<file path="config.mk">
export PLATFORM = sky130hd
export DESIGN_NAME = fptt_core
export DESIGN_NICKNAME = d
export VERILOG_FILES = /design/src/pkg/fptt_pkg.sv /design/src/core/fptt_core.sv
export SDC_FILE = /design/constraint.sdc
export NUM_CORES = 2
export LEC_CHECK = 0
export BUFFER_PORTS_ARGS = -buffer_cell sky130_fd_sc_hd__buf_4
export CAP_MARGIN = 20
export CORE_UTILIZATION = 40
export CTS_BUF_LIST = sky130_fd_sc_hd__clkbuf_8
export DETAILED_ROUTE_END_ITERATION = 6
export GPL_TIMING_DRIVEN = 0
export REMOVE_ABC_BUFFERS = 1
export SYNTH_ARGS = -nofsm -noshare
export SYNTH_HDL_FRONTEND = slang
export SYNTH_SLANG_ARGS = --single-unit
</file>
<file path="constraint.sdc">
create_clock -name clock -period 20 [get_ports clock]
set_input_delay 3 -clock clock [delete_from_list [all_inputs] [get_ports clock]]
set_output_delay 3 -clock clock [all_outputs]
set_load 0.1 [all_outputs]
</file>
<file path="src/pkg/fptt_pkg.sv">
package fptt_pkg;

	// ----------------------------------------
	// Register map (byte offsets)
	// ----------------------------------------
	localparam logic [7:0] OFS_WORD0   = 8'h00;
	localparam logic [7:0] OFS_WORD1   = 8'h04;
	localparam logic [7:0] OFS_EXT     = 8'h08;
	localparam logic [7:0] OFS_SRC     = 8'h0C;
	localparam logic [7:0] OFS_CTRL    = 8'h10;
	localparam logic [7:0] OFS_FPSR    = 8'h14;
	localparam logic [7:0] OFS_OUTCOME = 8'h18;
	localparam logic [7:0] OFS_TDATA   = 8'h1C;
	localparam logic [7:0] OFS_FPREG   = 8'h20;
	localparam logic [7:0] OFS_LAST    = 8'h3C;

	// ----------------------------------------
	// Field positions and reset values
	// ----------------------------------------
	localparam int CTRL_GO      = 0;
	localparam int CTRL_LATER   = 1;
	localparam int CTRL_BRANCH_UNORDERED_FLAG_EN = 2;
	localparam int CC_N         = 27;
	localparam int CC_Z         = 26;
	localparam int CC_I         = 25;
	localparam int CC_NAN       = 24;
	localparam int EX_BRANCH_UNORDERED_FLAG      = 15;
	localparam int EX_INEXACT_DECIMAL_INPUT_FLAG     = 8;
	localparam int AC_IOP       = 7;
	localparam int OUT_DONE     = 0;
	localparam int OUT_TRAP     = 1;
	localparam int OUT_BRANCH_UNORDERED_FLAG     = 2;
	localparam int OUT_UNIMPL   = 3;
	localparam int OUT_ILLEGAL  = 4;
	localparam int OUT_FOREIGN  = 5;
	localparam int OUT_BUSY     = 6;
	localparam logic [31:0] RST_CTRL = 32'h0000_0000;
	localparam logic [31:0] RST_FPSR = 32'h0000_0000;

	// ----------------------------------------
	// Operation word encodings
	// ----------------------------------------
	localparam logic [2:0] FP_ID_DEF  = 3'h1;
	localparam logic [3:0] LINE_F     = 4'hF;
	localparam logic [2:0] TYPE_TRAP  = 3'h1;
	localparam logic [2:0] TYPE_ARITH = 3'h0;
	localparam logic [2:0] TRAP_EA    = 3'h7;
	localparam logic [2:0] FORM_WORD  = 3'h2;
	localparam logic [2:0] FORM_LONG  = 3'h3;
	localparam logic [2:0] FORM_NONE  = 3'h4;
	localparam logic [6:0] OP_TEST    = 7'h3A;
	localparam logic [6:0] OP_POW2    = 7'h11;
	localparam logic [2:0] FMT_L      = 3'h0;
	localparam logic [2:0] FMT_S      = 3'h1;
	localparam logic [2:0] FMT_P      = 3'h3;
	localparam logic [2:0] FMT_W      = 3'h4;
	localparam logic [2:0] FMT_B      = 3'h6;
	localparam logic [2:0] FMT_BAD    = 3'h7;
	localparam logic [2:0] EA_DREG    = 3'h0;
	localparam logic [2:0] EA_AREG    = 3'h1;
	localparam logic [2:0] EA_SPEC    = 3'h7;
	localparam logic [2:0] EA_IMM     = 3'h4;

	// ----------------------------------------
	// Single-precision constants
	// ----------------------------------------
	localparam logic [31:0] SGL_ONE  = 32'h3F80_0000;
	localparam logic [31:0] SGL_PINF = 32'h7F80_0000;
	localparam logic [7:0]  SGL_BIAS = 8'h7F;

	typedef enum logic [2:0] {
		EXC_NONE, EXC_TRAP, EXC_BRANCH_UNORDERED_FLAG, EXC_UNIMPL, EXC_ILLEGAL
	} fptt_exc_kind_type;

	typedef enum logic {ST_IDLE, ST_EXEC} fptt_state_type;

	typedef struct packed {
		logic              valid;
		fptt_exc_kind_type kind;
		logic [2:0]        pc_words;
		logic [31:0]       data;
	} fptt_exc_type;

endpackage : fptt_pkg

</file>
<file path="src/core/fptt_core.sv">
// Added by the designer: the APB register port and the register addresses.
`timescale 1ns/1ps
// How it works
// - True predicate: conditional trap, PC past instruction
// - False predicate: nothing happens, continue
// - Trap operand passed through uninterpreted
// - Predicate picks one of 32 tests
// - Unordered flag set on NaN with nonaware test
// - Unordered flag also sets accrued invalid
// - Form 010 word, 011 long, 100 none
// - Long operand high word first
// - Unordered exception taken before the instruction
// - Unordered exception repeats until cause cleared
// - Test converts source, sets condition, no write
// - Test condition bits from operand class
// - NaN sets NaN bit, signaling sets flag
// - Test clears listed exception bits
// - Memory source only data modes allowed
// - Select bit picks register or memory source
// - Source field is format or register
// - Packed on later variant: unimplemented type
// - Test ignores nonzero destination field
// - Power of two written to destination
// - Power clears listed bits, packed inexact input
// - Identifier field selects this coprocessor
// - Same source and destination register allowed
module fptt_core #(
	parameter logic [2:0] CP_ID  = fptt_pkg::FP_ID_DEF,
	parameter int         ADDR_W = 8
) (
	// Clock and reset
	input  wire logic              clock,
	input  wire logic              rst_n,
	// APB slave
	input  wire logic              psel,
	input  wire logic              penable,
	input  wire logic              pwrite,
	input  wire logic [ADDR_W-1:0] paddr,
	input  wire logic [31:0]       pwdata,
	output logic      [31:0]       prdata,
	output logic                   pready,
	output logic                   pslverr,
	// Exception request to the integer processor
	output fptt_pkg::fptt_exc_type exc
);

	// ----------------------------------------
	// Helpers
	// ----------------------------------------
	// Class bits {N, Z, I, NaN} of a single value
	function automatic logic [3:0] cc_of(input logic [31:0] x);
		logic nan;
		logic inf;
		logic zro;
		nan = (x[30:23] == 8'hFF) && (x[22:0] != 23'h0);
		inf = (x[30:23] == 8'hFF) && (x[22:0] == 23'h0);
		zro = (x[30:0] == 31'h0);
		return {x[31] & ~nan, zro, inf, nan};
	endfunction : cc_of

	// Integer to single, truncating
	function automatic logic [31:0] int2sgl(input logic [31:0] v);
		logic [31:0] a;
		logic [31:0] sh;
		logic [4:0]  msb;
		a = v[31] ? (~v + 32'h1) : v;
		msb = 5'h0;
		for (int i = 0; i < 32; i++) begin
			if (a[i])
				msb = i[4:0];
		end
		sh = a << (5'd31 - msb);
		if (a == 32'h0)
			return 32'h0;
		return {v[31], 8'(msb) + fptt_pkg::SGL_BIAS, sh[30:8]};
	endfunction : int2sgl

	// Result {overflow_flag, underflow_flag, inexact_result_flag, signaling_nan_flag, value}; 2^frac taken as 1+frac
	function automatic logic [35:0] pow2(input logic [31:0] x);
		logic [3:0]         c;
		logic signed [9:0]  e;
		logic signed [40:0] fx;
		logic signed [17:0] n;
		logic [23:0]        sig;
		c = cc_of(x);
		sig = {1'b1, x[22:0]};
		e = $signed({2'b00, x[30:23]}) - 10'sd127;
		if (c[0])
			return {3'b000, ~x[22], x[31:23], 1'b1, x[21:0]};
		if (c[2])
			return {4'h0, fptt_pkg::SGL_ONE};
		if (c[1])
			return x[31] ? 36'h0 : {4'h0, fptt_pkg::SGL_PINF};
		if (e >= 10'sd7)
			return x[31] ? {4'h6, 32'h0} : {4'hA, fptt_pkg::SGL_PINF};
		if (e >= 10'sd0)
			fx = 41'(sig) << $unsigned(e);
		else
			fx = 41'(sig) >> $unsigned(-e);
		fx = x[31] ? -fx : fx;
		n = 18'(fx >>> 23);
		if (n <= -18'sd127)
			return {4'h6, 32'h0};
		return {2'b00, fx[22:0] != 23'h0, 2'b00, 8'(n + 18'sd127), fx[22:0]};
	endfunction : pow2

	// Fold the exception byte into the accrued byte
	function automatic logic [7:0] accrue(input logic [7:0] ac, input logic [7:0] ex);
		logic [7:0] r;
		r = ac;
		r[7] = ac[7] | ex[7] | ex[6] | ex[5];
		r[6] = ac[6] | ex[4];
		r[5] = ac[5] | (ex[3] & ex[1]);
		r[4] = ac[4] | ex[2];
		r[3] = ac[3] | ex[1] | ex[0] | ex[4];
		return r;
	endfunction : accrue

	// ----------------------------------------
	// State
	// ----------------------------------------
	logic [15:0]                word0_ff;
	logic [15:0]                word1_ff;
	logic [31:0]                ext_ff;
	logic [31:0]                src_ff;
	logic [31:0]                ctrl_ff;
	logic [31:0]                fpsr_ff;
	logic [31:0]                tdata_ff;
	logic [5:0]                 outcome_ff;
	logic [31:0]                fpreg_ff [8];
	logic [31:0]                prdata_ff;
	logic                       pready_ff;
	logic                       pslverr_ff;
	fptt_pkg::fptt_exc_type     exc_ff;
	fptt_pkg::fptt_state_type   state_ff;

	logic [31:0]                nxt_fpsr;
	logic [31:0]                nxt_tdata;
	logic [5:0]                 nxt_outcome;
	fptt_pkg::fptt_exc_type     nxt_exc;
	logic                       fp_we;
	logic [31:0]                fp_wd;
	logic [31:0]                rd_data;
	logic                       rd_ok;
	logic [31:0]                x;
	logic [35:0]                pr;
	logic [7:0]                 ex;

	// ----------------------------------------
	// APB access
	// ----------------------------------------
	logic       setup;
	logic       wr;
	logic [7:0] a8;
	logic       go;
	assign setup = psel & ~penable & ~pready_ff;
	// Unmapped or misaligned writes are dropped, as the error answer says
	assign wr    = psel & penable & pready_ff & pwrite & rd_ok;
	assign a8    = 8'(paddr);
	assign go    = wr && a8 == fptt_pkg::OFS_CTRL && pwdata[fptt_pkg::CTRL_GO]
		&& state_ff == fptt_pkg::ST_IDLE;

	always_comb begin
		rd_ok = 1'b1;
		rd_data = 32'h0;
		if (a8 == fptt_pkg::OFS_WORD0)
			rd_data = {16'h0, word0_ff};
		else if (a8 == fptt_pkg::OFS_WORD1)
			rd_data = {16'h0, word1_ff};
		else if (a8 == fptt_pkg::OFS_EXT)
			rd_data = ext_ff;
		else if (a8 == fptt_pkg::OFS_SRC)
			rd_data = src_ff;
		else if (a8 == fptt_pkg::OFS_CTRL)
			rd_data = {ctrl_ff[31:1], 1'b0};
		else if (a8 == fptt_pkg::OFS_FPSR)
			rd_data = fpsr_ff;
		else if (a8 == fptt_pkg::OFS_OUTCOME)
			rd_data = {25'h0, state_ff == fptt_pkg::ST_EXEC, outcome_ff};
		else if (a8 == fptt_pkg::OFS_TDATA)
			rd_data = tdata_ff;
		else if (a8 >= fptt_pkg::OFS_FPREG && a8 <= fptt_pkg::OFS_LAST && a8[1:0] == 2'b00)
			rd_data = fpreg_ff[a8[4:2]];
		else
			rd_ok = 1'b0;
		if (paddr != ADDR_W'(a8))
			rd_ok = 1'b0;
	end

	// Zero wait states: ready in the first access cycle
	always_ff @(posedge clock) begin
		if (!rst_n) begin
			pready_ff  <= 1'b0;
			pslverr_ff <= 1'b0;
			prdata_ff  <= 32'h0;
		end else begin
			pready_ff  <= setup;
			pslverr_ff <= setup & ~rd_ok;
			prdata_ff  <= (setup & ~pwrite & rd_ok) ? rd_data : 32'h0;
		end
	end

	// ----------------------------------------
	// Decode
	// ----------------------------------------
	logic       mine;
	logic       is_trap;
	logic       trap_bad;
	logic       is_arith;
	logic       arith_bad;
	logic       rm;
	logic [2:0] fmt;
	logic [2:0] ea_mode;
	logic [2:0] ea_reg;
	logic [5:0] pred;
	logic [3:0] cc;
	logic       un;
	logic       cond;
	logic       branch_unordered_flag;
	logic       packed_src;
	assign mine = word0_ff[15:12] == fptt_pkg::LINE_F && word0_ff[11:9] == CP_ID;
	assign is_trap = word0_ff[8:6] == fptt_pkg::TYPE_TRAP
		&& word0_ff[5:3] == fptt_pkg::TRAP_EA;
	assign trap_bad = word1_ff[15:6] != 10'h0 || pred[5]
		|| !(word0_ff[2:0] inside {fptt_pkg::FORM_WORD, fptt_pkg::FORM_LONG,
		fptt_pkg::FORM_NONE});
	assign pred = word1_ff[5:0];
	assign cc   = fpsr_ff[fptt_pkg::CC_N:fptt_pkg::CC_NAN];
	assign un   = cc[0];
	// Mask bits: equal, greater, less, unordered
	assign cond = (pred[0] & cc[2] & ~un) | (pred[1] & ~cc[3] & ~cc[2] & ~un)
		| (pred[2] & cc[3] & ~cc[2] & ~un) | (pred[3] & un);
	assign branch_unordered_flag = un & pred[4];
	assign rm      = word1_ff[14];
	assign fmt     = word1_ff[12:10];
	assign ea_mode = word0_ff[5:3];
	assign ea_reg  = word0_ff[2:0];
	assign packed_src = rm && fmt == fptt_pkg::FMT_P;
	assign is_arith = word0_ff[8:6] == fptt_pkg::TYPE_ARITH && !word1_ff[15]
		&& !word1_ff[13]
		&& word1_ff[6:0] inside {fptt_pkg::OP_TEST, fptt_pkg::OP_POW2};
	// Register-to-register ignores the address field entirely
	assign arith_bad = rm && (fmt == fptt_pkg::FMT_BAD || ea_mode == fptt_pkg::EA_AREG
		|| (ea_mode == fptt_pkg::EA_SPEC && ea_reg > fptt_pkg::EA_IMM)
		|| (ea_mode == fptt_pkg::EA_DREG && !(fmt inside {fptt_pkg::FMT_L,
		fptt_pkg::FMT_S, fptt_pkg::FMT_W, fptt_pkg::FMT_B})));

	// Source operand; wide formats carry a single image in the low word
	always_comb begin
		if (!rm)
			x = fpreg_ff[fmt];
		else if (fmt == fptt_pkg::FMT_L)
			x = int2sgl(src_ff);
		else if (fmt == fptt_pkg::FMT_W)
			x = int2sgl({{16{src_ff[15]}}, src_ff[15:0]});
		else if (fmt == fptt_pkg::FMT_B)
			x = int2sgl({{24{src_ff[7]}}, src_ff[7:0]});
		else
			x = src_ff;
	end
	assign pr = pow2(x);

	// ----------------------------------------
	// Execute
	// ----------------------------------------
	always_comb begin
		nxt_fpsr    = fpsr_ff;
		nxt_tdata   = tdata_ff;
		nxt_outcome = 6'h0;
		nxt_exc     = '0;
		fp_we       = 1'b0;
		fp_wd       = 32'h0;
		ex          = 8'h0;
		nxt_outcome[fptt_pkg::OUT_DONE] = 1'b1;
		if (!mine) begin
			nxt_outcome[fptt_pkg::OUT_FOREIGN] = 1'b1;
		end else if (is_trap && !trap_bad) begin
			if (branch_unordered_flag) begin
				nxt_fpsr[fptt_pkg::EX_BRANCH_UNORDERED_FLAG] = 1'b1;
				nxt_fpsr[fptt_pkg::AC_IOP]  = 1'b1;
			end
			// Stateless check, so a return without clearing NaN traps again
			if (branch_unordered_flag && ctrl_ff[fptt_pkg::CTRL_BRANCH_UNORDERED_FLAG_EN]) begin
				nxt_exc.valid    = 1'b1;
				nxt_exc.kind     = fptt_pkg::EXC_BRANCH_UNORDERED_FLAG;
				nxt_exc.pc_words = 3'h0;
				nxt_outcome[fptt_pkg::OUT_BRANCH_UNORDERED_FLAG] = 1'b1;
			end else if (cond) begin
				nxt_exc.valid = 1'b1;
				nxt_exc.kind  = fptt_pkg::EXC_TRAP;
				if (word0_ff[2:0] == fptt_pkg::FORM_WORD) begin
					nxt_exc.pc_words = 3'h3;
					nxt_exc.data = {16'h0, ext_ff[31:16]};
				end else if (word0_ff[2:0] == fptt_pkg::FORM_LONG) begin
					nxt_exc.pc_words = 3'h4;
					nxt_exc.data = ext_ff;
				end else begin
					nxt_exc.pc_words = 3'h2;
				end
				nxt_tdata = nxt_exc.data;
				nxt_outcome[fptt_pkg::OUT_TRAP] = 1'b1;
			end
		end else if (is_arith && !arith_bad) begin
			if (packed_src && ctrl_ff[fptt_pkg::CTRL_LATER]) begin
				nxt_exc.valid = 1'b1;
				nxt_exc.kind  = fptt_pkg::EXC_UNIMPL;
				nxt_outcome[fptt_pkg::OUT_UNIMPL] = 1'b1;
			end else if (word1_ff[6:0] == fptt_pkg::OP_TEST) begin
				// Destination field decoded but never used
				nxt_fpsr[fptt_pkg::CC_N:fptt_pkg::CC_NAN] = cc_of(x);
				ex[6] = cc_of(x) == 4'h1 && !x[22];
				ex[0] = packed_src & fpsr_ff[fptt_pkg::EX_INEXACT_DECIMAL_INPUT_FLAG];
				nxt_fpsr[fptt_pkg::EX_BRANCH_UNORDERED_FLAG:fptt_pkg::EX_INEXACT_DECIMAL_INPUT_FLAG] = ex;
				nxt_fpsr[7:0] = accrue(fpsr_ff[7:0], ex);
			end else begin
				fp_we = 1'b1;
				fp_wd = pr[31:0];
				ex = {1'b0, pr[32], 1'b0, pr[35], pr[34], 1'b0, pr[33], packed_src};
				nxt_fpsr[fptt_pkg::CC_N:fptt_pkg::CC_NAN] = cc_of(pr[31:0]);
				nxt_fpsr[fptt_pkg::EX_BRANCH_UNORDERED_FLAG:fptt_pkg::EX_INEXACT_DECIMAL_INPUT_FLAG] = ex;
				nxt_fpsr[7:0] = accrue(fpsr_ff[7:0], ex);
			end
		end else begin
			nxt_exc.valid = 1'b1;
			nxt_exc.kind  = fptt_pkg::EXC_ILLEGAL;
			nxt_outcome[fptt_pkg::OUT_ILLEGAL] = 1'b1;
		end
	end

	// ----------------------------------------
	// Sequencing
	// ----------------------------------------
	always_ff @(posedge clock) begin
		if (!rst_n)
			state_ff <= fptt_pkg::ST_IDLE;
		else if (go)
			state_ff <= fptt_pkg::ST_EXEC;
		else
			state_ff <= fptt_pkg::ST_IDLE;
	end

	always_ff @(posedge clock) begin
		if (!rst_n) begin
			outcome_ff <= 6'h0;
			tdata_ff   <= 32'h0;
			exc_ff     <= '0;
		end else begin
			exc_ff <= '0;
			if (go)
				outcome_ff <= 6'h0;
			if (state_ff == fptt_pkg::ST_EXEC) begin
				outcome_ff <= nxt_outcome;
				tdata_ff   <= nxt_tdata;
				exc_ff     <= nxt_exc;
			end
		end
	end

	// ----------------------------------------
	// Software-visible registers
	// ----------------------------------------
	always_ff @(posedge clock) begin
		if (!rst_n) begin
			word0_ff <= 16'h0;
			word1_ff <= 16'h0;
			ext_ff   <= 32'h0;
			src_ff   <= 32'h0;
			ctrl_ff  <= fptt_pkg::RST_CTRL;
		end else if (wr) begin
			if (a8 == fptt_pkg::OFS_WORD0)
				word0_ff <= pwdata[15:0];
			else if (a8 == fptt_pkg::OFS_WORD1)
				word1_ff <= pwdata[15:0];
			else if (a8 == fptt_pkg::OFS_EXT)
				ext_ff <= pwdata;
			else if (a8 == fptt_pkg::OFS_SRC)
				src_ff <= pwdata;
			else if (a8 == fptt_pkg::OFS_CTRL)
				ctrl_ff <= {29'h0, pwdata[2:1], 1'b0};
		end
	end

	// Execution result wins over a software write in the same cycle
	always_ff @(posedge clock) begin
		if (!rst_n)
			fpsr_ff <= fptt_pkg::RST_FPSR;
		else if (state_ff == fptt_pkg::ST_EXEC)
			fpsr_ff <= nxt_fpsr;
		else if (wr && a8 == fptt_pkg::OFS_FPSR)
			fpsr_ff <= pwdata;
	end

	always_ff @(posedge clock) begin
		if (!rst_n) begin
			for (int i = 0; i < 8; i++)
				fpreg_ff[i] <= 32'h0;
		end else if (state_ff == fptt_pkg::ST_EXEC && fp_we) begin
			fpreg_ff[word1_ff[9:7]] <= fp_wd;
		end else if (wr && a8 >= fptt_pkg::OFS_FPREG && a8 <= fptt_pkg::OFS_LAST) begin
			fpreg_ff[a8[4:2]] <= pwdata;
		end
	end

	assign prdata  = prdata_ff;
	assign pready  = pready_ff;
	assign pslverr = pslverr_ff;
	assign exc     = exc_ff;

endmodule : fptt_core

</file>
== Yosys cells after proc, flatten, opt, wreduce, memory -nomap -nowiden ==
Memories as Yosys holds them, arrays and structs flattened. A register that Yosys moved wholly into a read port is not among the register bits.
Cells that the tools add are included.
Word-level totals
  output and inout port bits: 73
  RAM bits: 256
  register bits after elaboration: 242
  logic and storage cells: 456
  memories: 1
Memories
  fpreg_ff: depth 8, bits a word 32, read ports 2, clocked after memory_dff 1, write ports 8, line fptt_core.sv:130  | logic [31:0] fpreg_ff [8];
Operators by class
  mux-type cells: 241
  shift operators: 5
  eq/ne operators: 33
  reduce and logical (&&, ||, !) cells: 77
  bitwise operators: 58
  $lt $le $gt $ge: 6
  $add $sub $neg: 13
Operator list (count)
  32-bit two-way mux: 28
  5-bit two-way mux: 99
  36-bit two-way mux: 11
  41-bit two-way mux: 6
  32-bit by 1-bit adder with 32-bit output (second input constant): 3
  32-bit logical NOT: 3
  32-bit NOT: 3
  32-bit by 5-bit left shift with 31-bit output: 3
  16-bit two-way mux: 5
  23-bit nonzero test: 3
  1-bit two-way mux: 65
  32-bit OR reduction: 2
  31-bit logical NOT: 2
  28-bit two-way mux: 2
  23-bit logical NOT: 2
  41-bit negator: 1
  24-bit by 10-bit left shift with 41-bit output: 1
  24-bit by 10-bit >> shifter with 41-bit output: 1
  39-bit two-way mux: 1
  4-bit two-way mux: 9
  35-bit two-way mux: 1
  8-bit by 5-bit == test with 1-bit output (second input constant): 4
  31-bit two-way mux: 1
  1-bit logical AND: 27
  other kinds (50): 150

== Logic depth before layout (Yosys ltp) ==
  word-level depth: 81
  gate-level depth with buffers: 49
  mapped depth without buffers: 42

== Worst setup path after synthesis ==
No wires, ideal clock.
  path type: register to register
  from: reg src_ff[7]
  to: reg fpsr_ff[24]
  setup slack: 9.958 ns
  cell stages (with the launch flop): 47
  setup time: 0.070 ns
  data required time: 19.930 ns
  clock period less this slack: 10.042 ns
  arrival: 9.972 ns
  buffers on the path: 10
  cell sequence: dfxtp_1 > buf_6 > nor4_4 > buf_2 > nand2_1 > clkbuf_1 > nor3_1 > ha_1 > nand2_1 > o21ai_0 > a2111oi_2 > o41ai_1 > nor4_1 > and4_1 > nor3_1 > a21o_1 > buf_4 > clkbuf_1 > (+11 left out) > a211oi_2 > nand3_2 > a31oi_1 > a31oi_1 > o211ai_1 > nor4_4 > and2_1 > buf_2 > nand2_1 > a221o_1 > ha_1 > nor2_1 > nor4b_2 > o41ai_4 > nand2_2 > o41a_1 > or4b_1 > a21oi_1
Between the ends
  cells in the longest elaborated chain, start to end: 71
  elaborated cells on any way between the ends: 187
  those cells by class: 13 x add/sub; 3 x order compare; 2 x eq/ne; 5 x shift; 151 x mux; 3 x bitwise; 10 x reduce/logical
Ends and longest elaborated chain
  start: declaration: line fptt_core.sv:125  | logic [31:0] src_ff;
  start signal: assignment: line fptt_core.sv:377  | src_ff <= pwdata;
  branches (longest 40 deep; another with 32-bit by 1-bit adder with 32-bit output)
  32-bit two-way mux *: line fptt_core.sv:252  | else if (fmt == fptt_pkg::FMT_L)
  32-bit two-way mux *: line fptt_core.sv:250  | if (!rm)
  8-bit by 7-bit subtractor with 9-bit output: line fptt_core.sv:87  | e = $signed({2'b00, x[30:23]}) - 10'sd127;
  9-bit negator with 10-bit output: line fptt_core.sv:99  | fx = 41'(sig) >> $unsigned(-e);
  24-bit by 10-bit >> shifter with 41-bit output: line fptt_core.sv:99
  41-bit two-way mux (2 in series): line fptt_core.sv:96  | if (e >= 10'sd0)
  41-bit two-way mux: line fptt_core.sv:94  | if (e >= 10'sd7)
  (+15 left out)
  23-bit nonzero test or 8-bit == test (tied branches): line fptt_core.sv:55  | nan = (x[30:23] == 8'hFF) && (x[22:0] != 23'h0);
  1-bit logical AND: line fptt_core.sv:55
  4-bit two-way mux *: line fptt_core.sv:308  | end else if (word1_ff[6:0] == fptt_pkg::OP_TEST) begin
  4-bit two-way mux *: line fptt_core.sv:304  | if (packed_src && ctrl_ff[fptt_pkg::CTRL_LATER]) begin
  4-bit two-way mux *: line fptt_core.sv:303  | end else if (is_arith && !arith_bad) begin
  4-bit two-way mux *: line fptt_core.sv:277  | end else if (is_trap && !trap_bad) begin
  4-bit two-way mux *: line fptt_core.sv:275  | if (!mine) begin
  28-bit two-way mux *: line fptt_core.sv:387  | else if (state_ff == fptt_pkg::ST_EXEC)
  end signal: assignment: line fptt_core.sv:386  | fpsr_ff <= fptt_pkg::RST_FPSR;
  end signal: assignment: line fptt_core.sv:388  | fpsr_ff <= nxt_fpsr;
  end signal: assignment: line fptt_core.sv:390  | fpsr_ff <= pwdata;
  end: declaration: line fptt_core.sv:127  | logic [31:0] fpsr_ff;
Mark *: on every way between the ends. The select of a mux whose other input is x is not followed.
A chain may end at the register's enable or synchronous reset.

==> metrics <==
final slew viol count 0; share of cells above drive strength 1 0.1561; Peak Freq 0.05439 GHz; DP Wirelength 140700 um; Final Hold Viols 0; final period demand of the worst path 18390 ps; post-CTS sizing 0; Worst EP required 20550 ps; Setup WS pre-CTS 2492 ps; CP endpoint kind register; IR drop worst, VDD 0.00005235 V; final setup vio count 0; Worst-Margin Slew 1431 ps; RePlAce Congestion 1.069; vias per cell 7.091; Synth Area in Simple Gates 0.2209; CP max stage cell nand2_1; core area 93750 um^2; DR vias 40910; row cnt 112; Area Overhead vs Synth 11.93%; CTS tree built; Max Cap Viol 0; Netlist cell types 129; hold_buf cts 0; post-synthesis async set-or-reset flop share 0; postcts setup bufs 0; post-synthesis sequential area ratio 0.3315; Syn Std Cell Area 37990 um^2; period utilization 0.9193; most frequent cells in the layout 553 x nor2_1, 527 x nand2_1, 287 x a21oi_1; clock buffer count from CTS 84; WHS Path Cells 2; 1st-pass router iterations 7; R2R depth 38; commonest non-fill, non-tap cell in the layout nor2_1; compound-cell area share of the yosys netlist 0.2677; CP peak stage delay 1170 ps; CTS sink count 501; ys flop type edfxtp_1; total global-route track usage 0.3868; routed length per instance 32.97 um; Reg clk slew, reported paths 60 ps; CP max FO 36; detailed-route wire length 190200 um; Yosys warnings 0; EDFF count, synth 256; WHS 443.7 ps; clock buffer depth 3; post-route ant nets 0; unrepaired setup endpoints after global routing no; Initial Utilization 0.4052; relative slew slack 0.04611; DR iter-0 viols 6437; die area 96200 um^2; IO Port Bufs 117; Setup CP Type reg2reg; Synth Area per Inst 8.498 um^2; gr ovfl total 0; vias in the first global route 37490; # IOs 118; Leak 0.01447 uW; clock latency on the worst-skew pair 740 ps; root buffer cell clkbuf_8; Cell Pwr Density 55.43 nW/um^2; Clock Skews 83.83 ps; # DRC 0; pin count of the biggest net entering global routing 94; Final nets 4495; DIE HEIGHT 310.2 um; first-pass GRT wire length 270800 um; largest family of logic cells by synthesized area compound AO/OA/AOI/OAI gates; Final WS setup 1615 ps; crit start category register; initial antenna violation count 7; Syn Inst Count 4470; worst min-delay path class reg2reg; #FFs+latches synth 501; DIE WIDTH 310.2 um; Post-Synth Adder-Cell Area 0.004282; outcome complete, no violations; H-tree Lvls 3; arrival time at the worst endpoint 18940 ps; XOR/XNOR share of the synthesized area 0.02253; multiplexer share of the synthesized area 0.1108
[flip-flops by register name, summed over array words and instances, names as in the netlist, named ones only]
name / flops
ctrl_ff: 2
exc: 39
ext_ff: 32
fpreg_ff: 256
fpsr_ff: 32
outcome_ff: 6
prdata: 32
pready: 1
pslverr: 1
src_ff: 32
state_ff: 1
tdata_ff: 32
word0_ff: 16
word1_ff: 16
[synthesized netlist by cell type (all sizes together), types with 61 or more instances]
cell    instances  share of area
mux4          132          0.078
buf            91          0.012
o21ai         238          0.032
xnor2          61          0.014
mux2i          63          0.017
nand2         548          0.055
o22ai          65          0.011
nand3         109          0.015
clkbuf        241          0.024
a31oi          67          0.011
nor2          564          0.056
edfxtp        256           0.20
a211oi         74          0.015
nor3          126          0.017
a21oi         289          0.038
a21o           63          0.012
inv            61         0.0061
dfxtp         245           0.13
a22oi         132          0.026
[metal layers]
metal / part of all wire / global-route usage
met1: 0.38 / 0.5039
met2: 0.42 / 0.5700
met3: 0.13 / 0.1083
met4: 0.069 / 0.2281
met5: 0.00024 / 0
[kinds of logic (layout without fill, tap and decap cells)]
logic type,count (synthesis),in the layout
other,0,6
buffers and inverters,397,436
AO/OA/AOI/OAI,1442,1442
multiplexers,248,248
flip-flops,501,501
XOR/XNOR,96,96
AND/OR/NAND/NOR,1773,1773
adder cells (fa/ha/maj),13,13
[cell type report]
type                    instances  area, um^2
repair buffers                213        2267
clock buffers                  99        1363
fillers                      9151       51230
inverters                      65       251.5
flip-flops and latches        501       12610
multi-input cells            3572       24050
diodes                          6       15.01
clock inverters                59       385.4
well taps                    1254        1569
[critical path: cells and delay by family (launching register included)]
family | cells | cell delay, ps
AND/OR/NAND/NOR | 15 | 6340
adder cells (fa/ha/maj) | 4 | 1840
XOR/XNOR | 1 | 910
flip-flops | 1 | 620
buffers and inverters | 7 | 2950
AO/OA/AOI/OAI | 11 | 5400
[final timing paths]
check                                  endpoint  slack [ps]                  startpoint
hold / removal       outcome_ff[2]$_SDFFE_PN0P_         440  outcome_ff[2]$_SDFFE_PN0P_
setup / recovery  fpreg_ff[7][22]$_SDFFCE_PN0P_        1610      src_ff[0]$_SDFFE_PN0P_
hold reg to reg      outcome_ff[2]$_SDFFE_PN0P_         440  outcome_ff[2]$_SDFFE_PN0P_
setup reg to reg  fpreg_ff[7][22]$_SDFFCE_PN0P_        1610      src_ff[0]$_SDFFE_PN0P_
[per-stage QoR]
step	instances	utilization	TNS [ps]	power, uW	cell area, um^2
after floorplan	4138	-	0	1286	36620
after global placement	5509	0.4168	-384740	1408	39070
after detailed placement	5602	0.4344	0	1416	40730
after CTS	5760	0.4530	0	2348	42470
after global routing	5763	0.4534	0	2418	42500
final	5769	0.4535	0	2357	42520
[power by group]
part	switching [uW]	internal (uW)	total [uW]
combinational	208	98.6	307
sequential	8.28	1090	1100
clock	451	496	947
total	667	1690	2360
No activity file was read; power rests on OpenSTA's default activity.
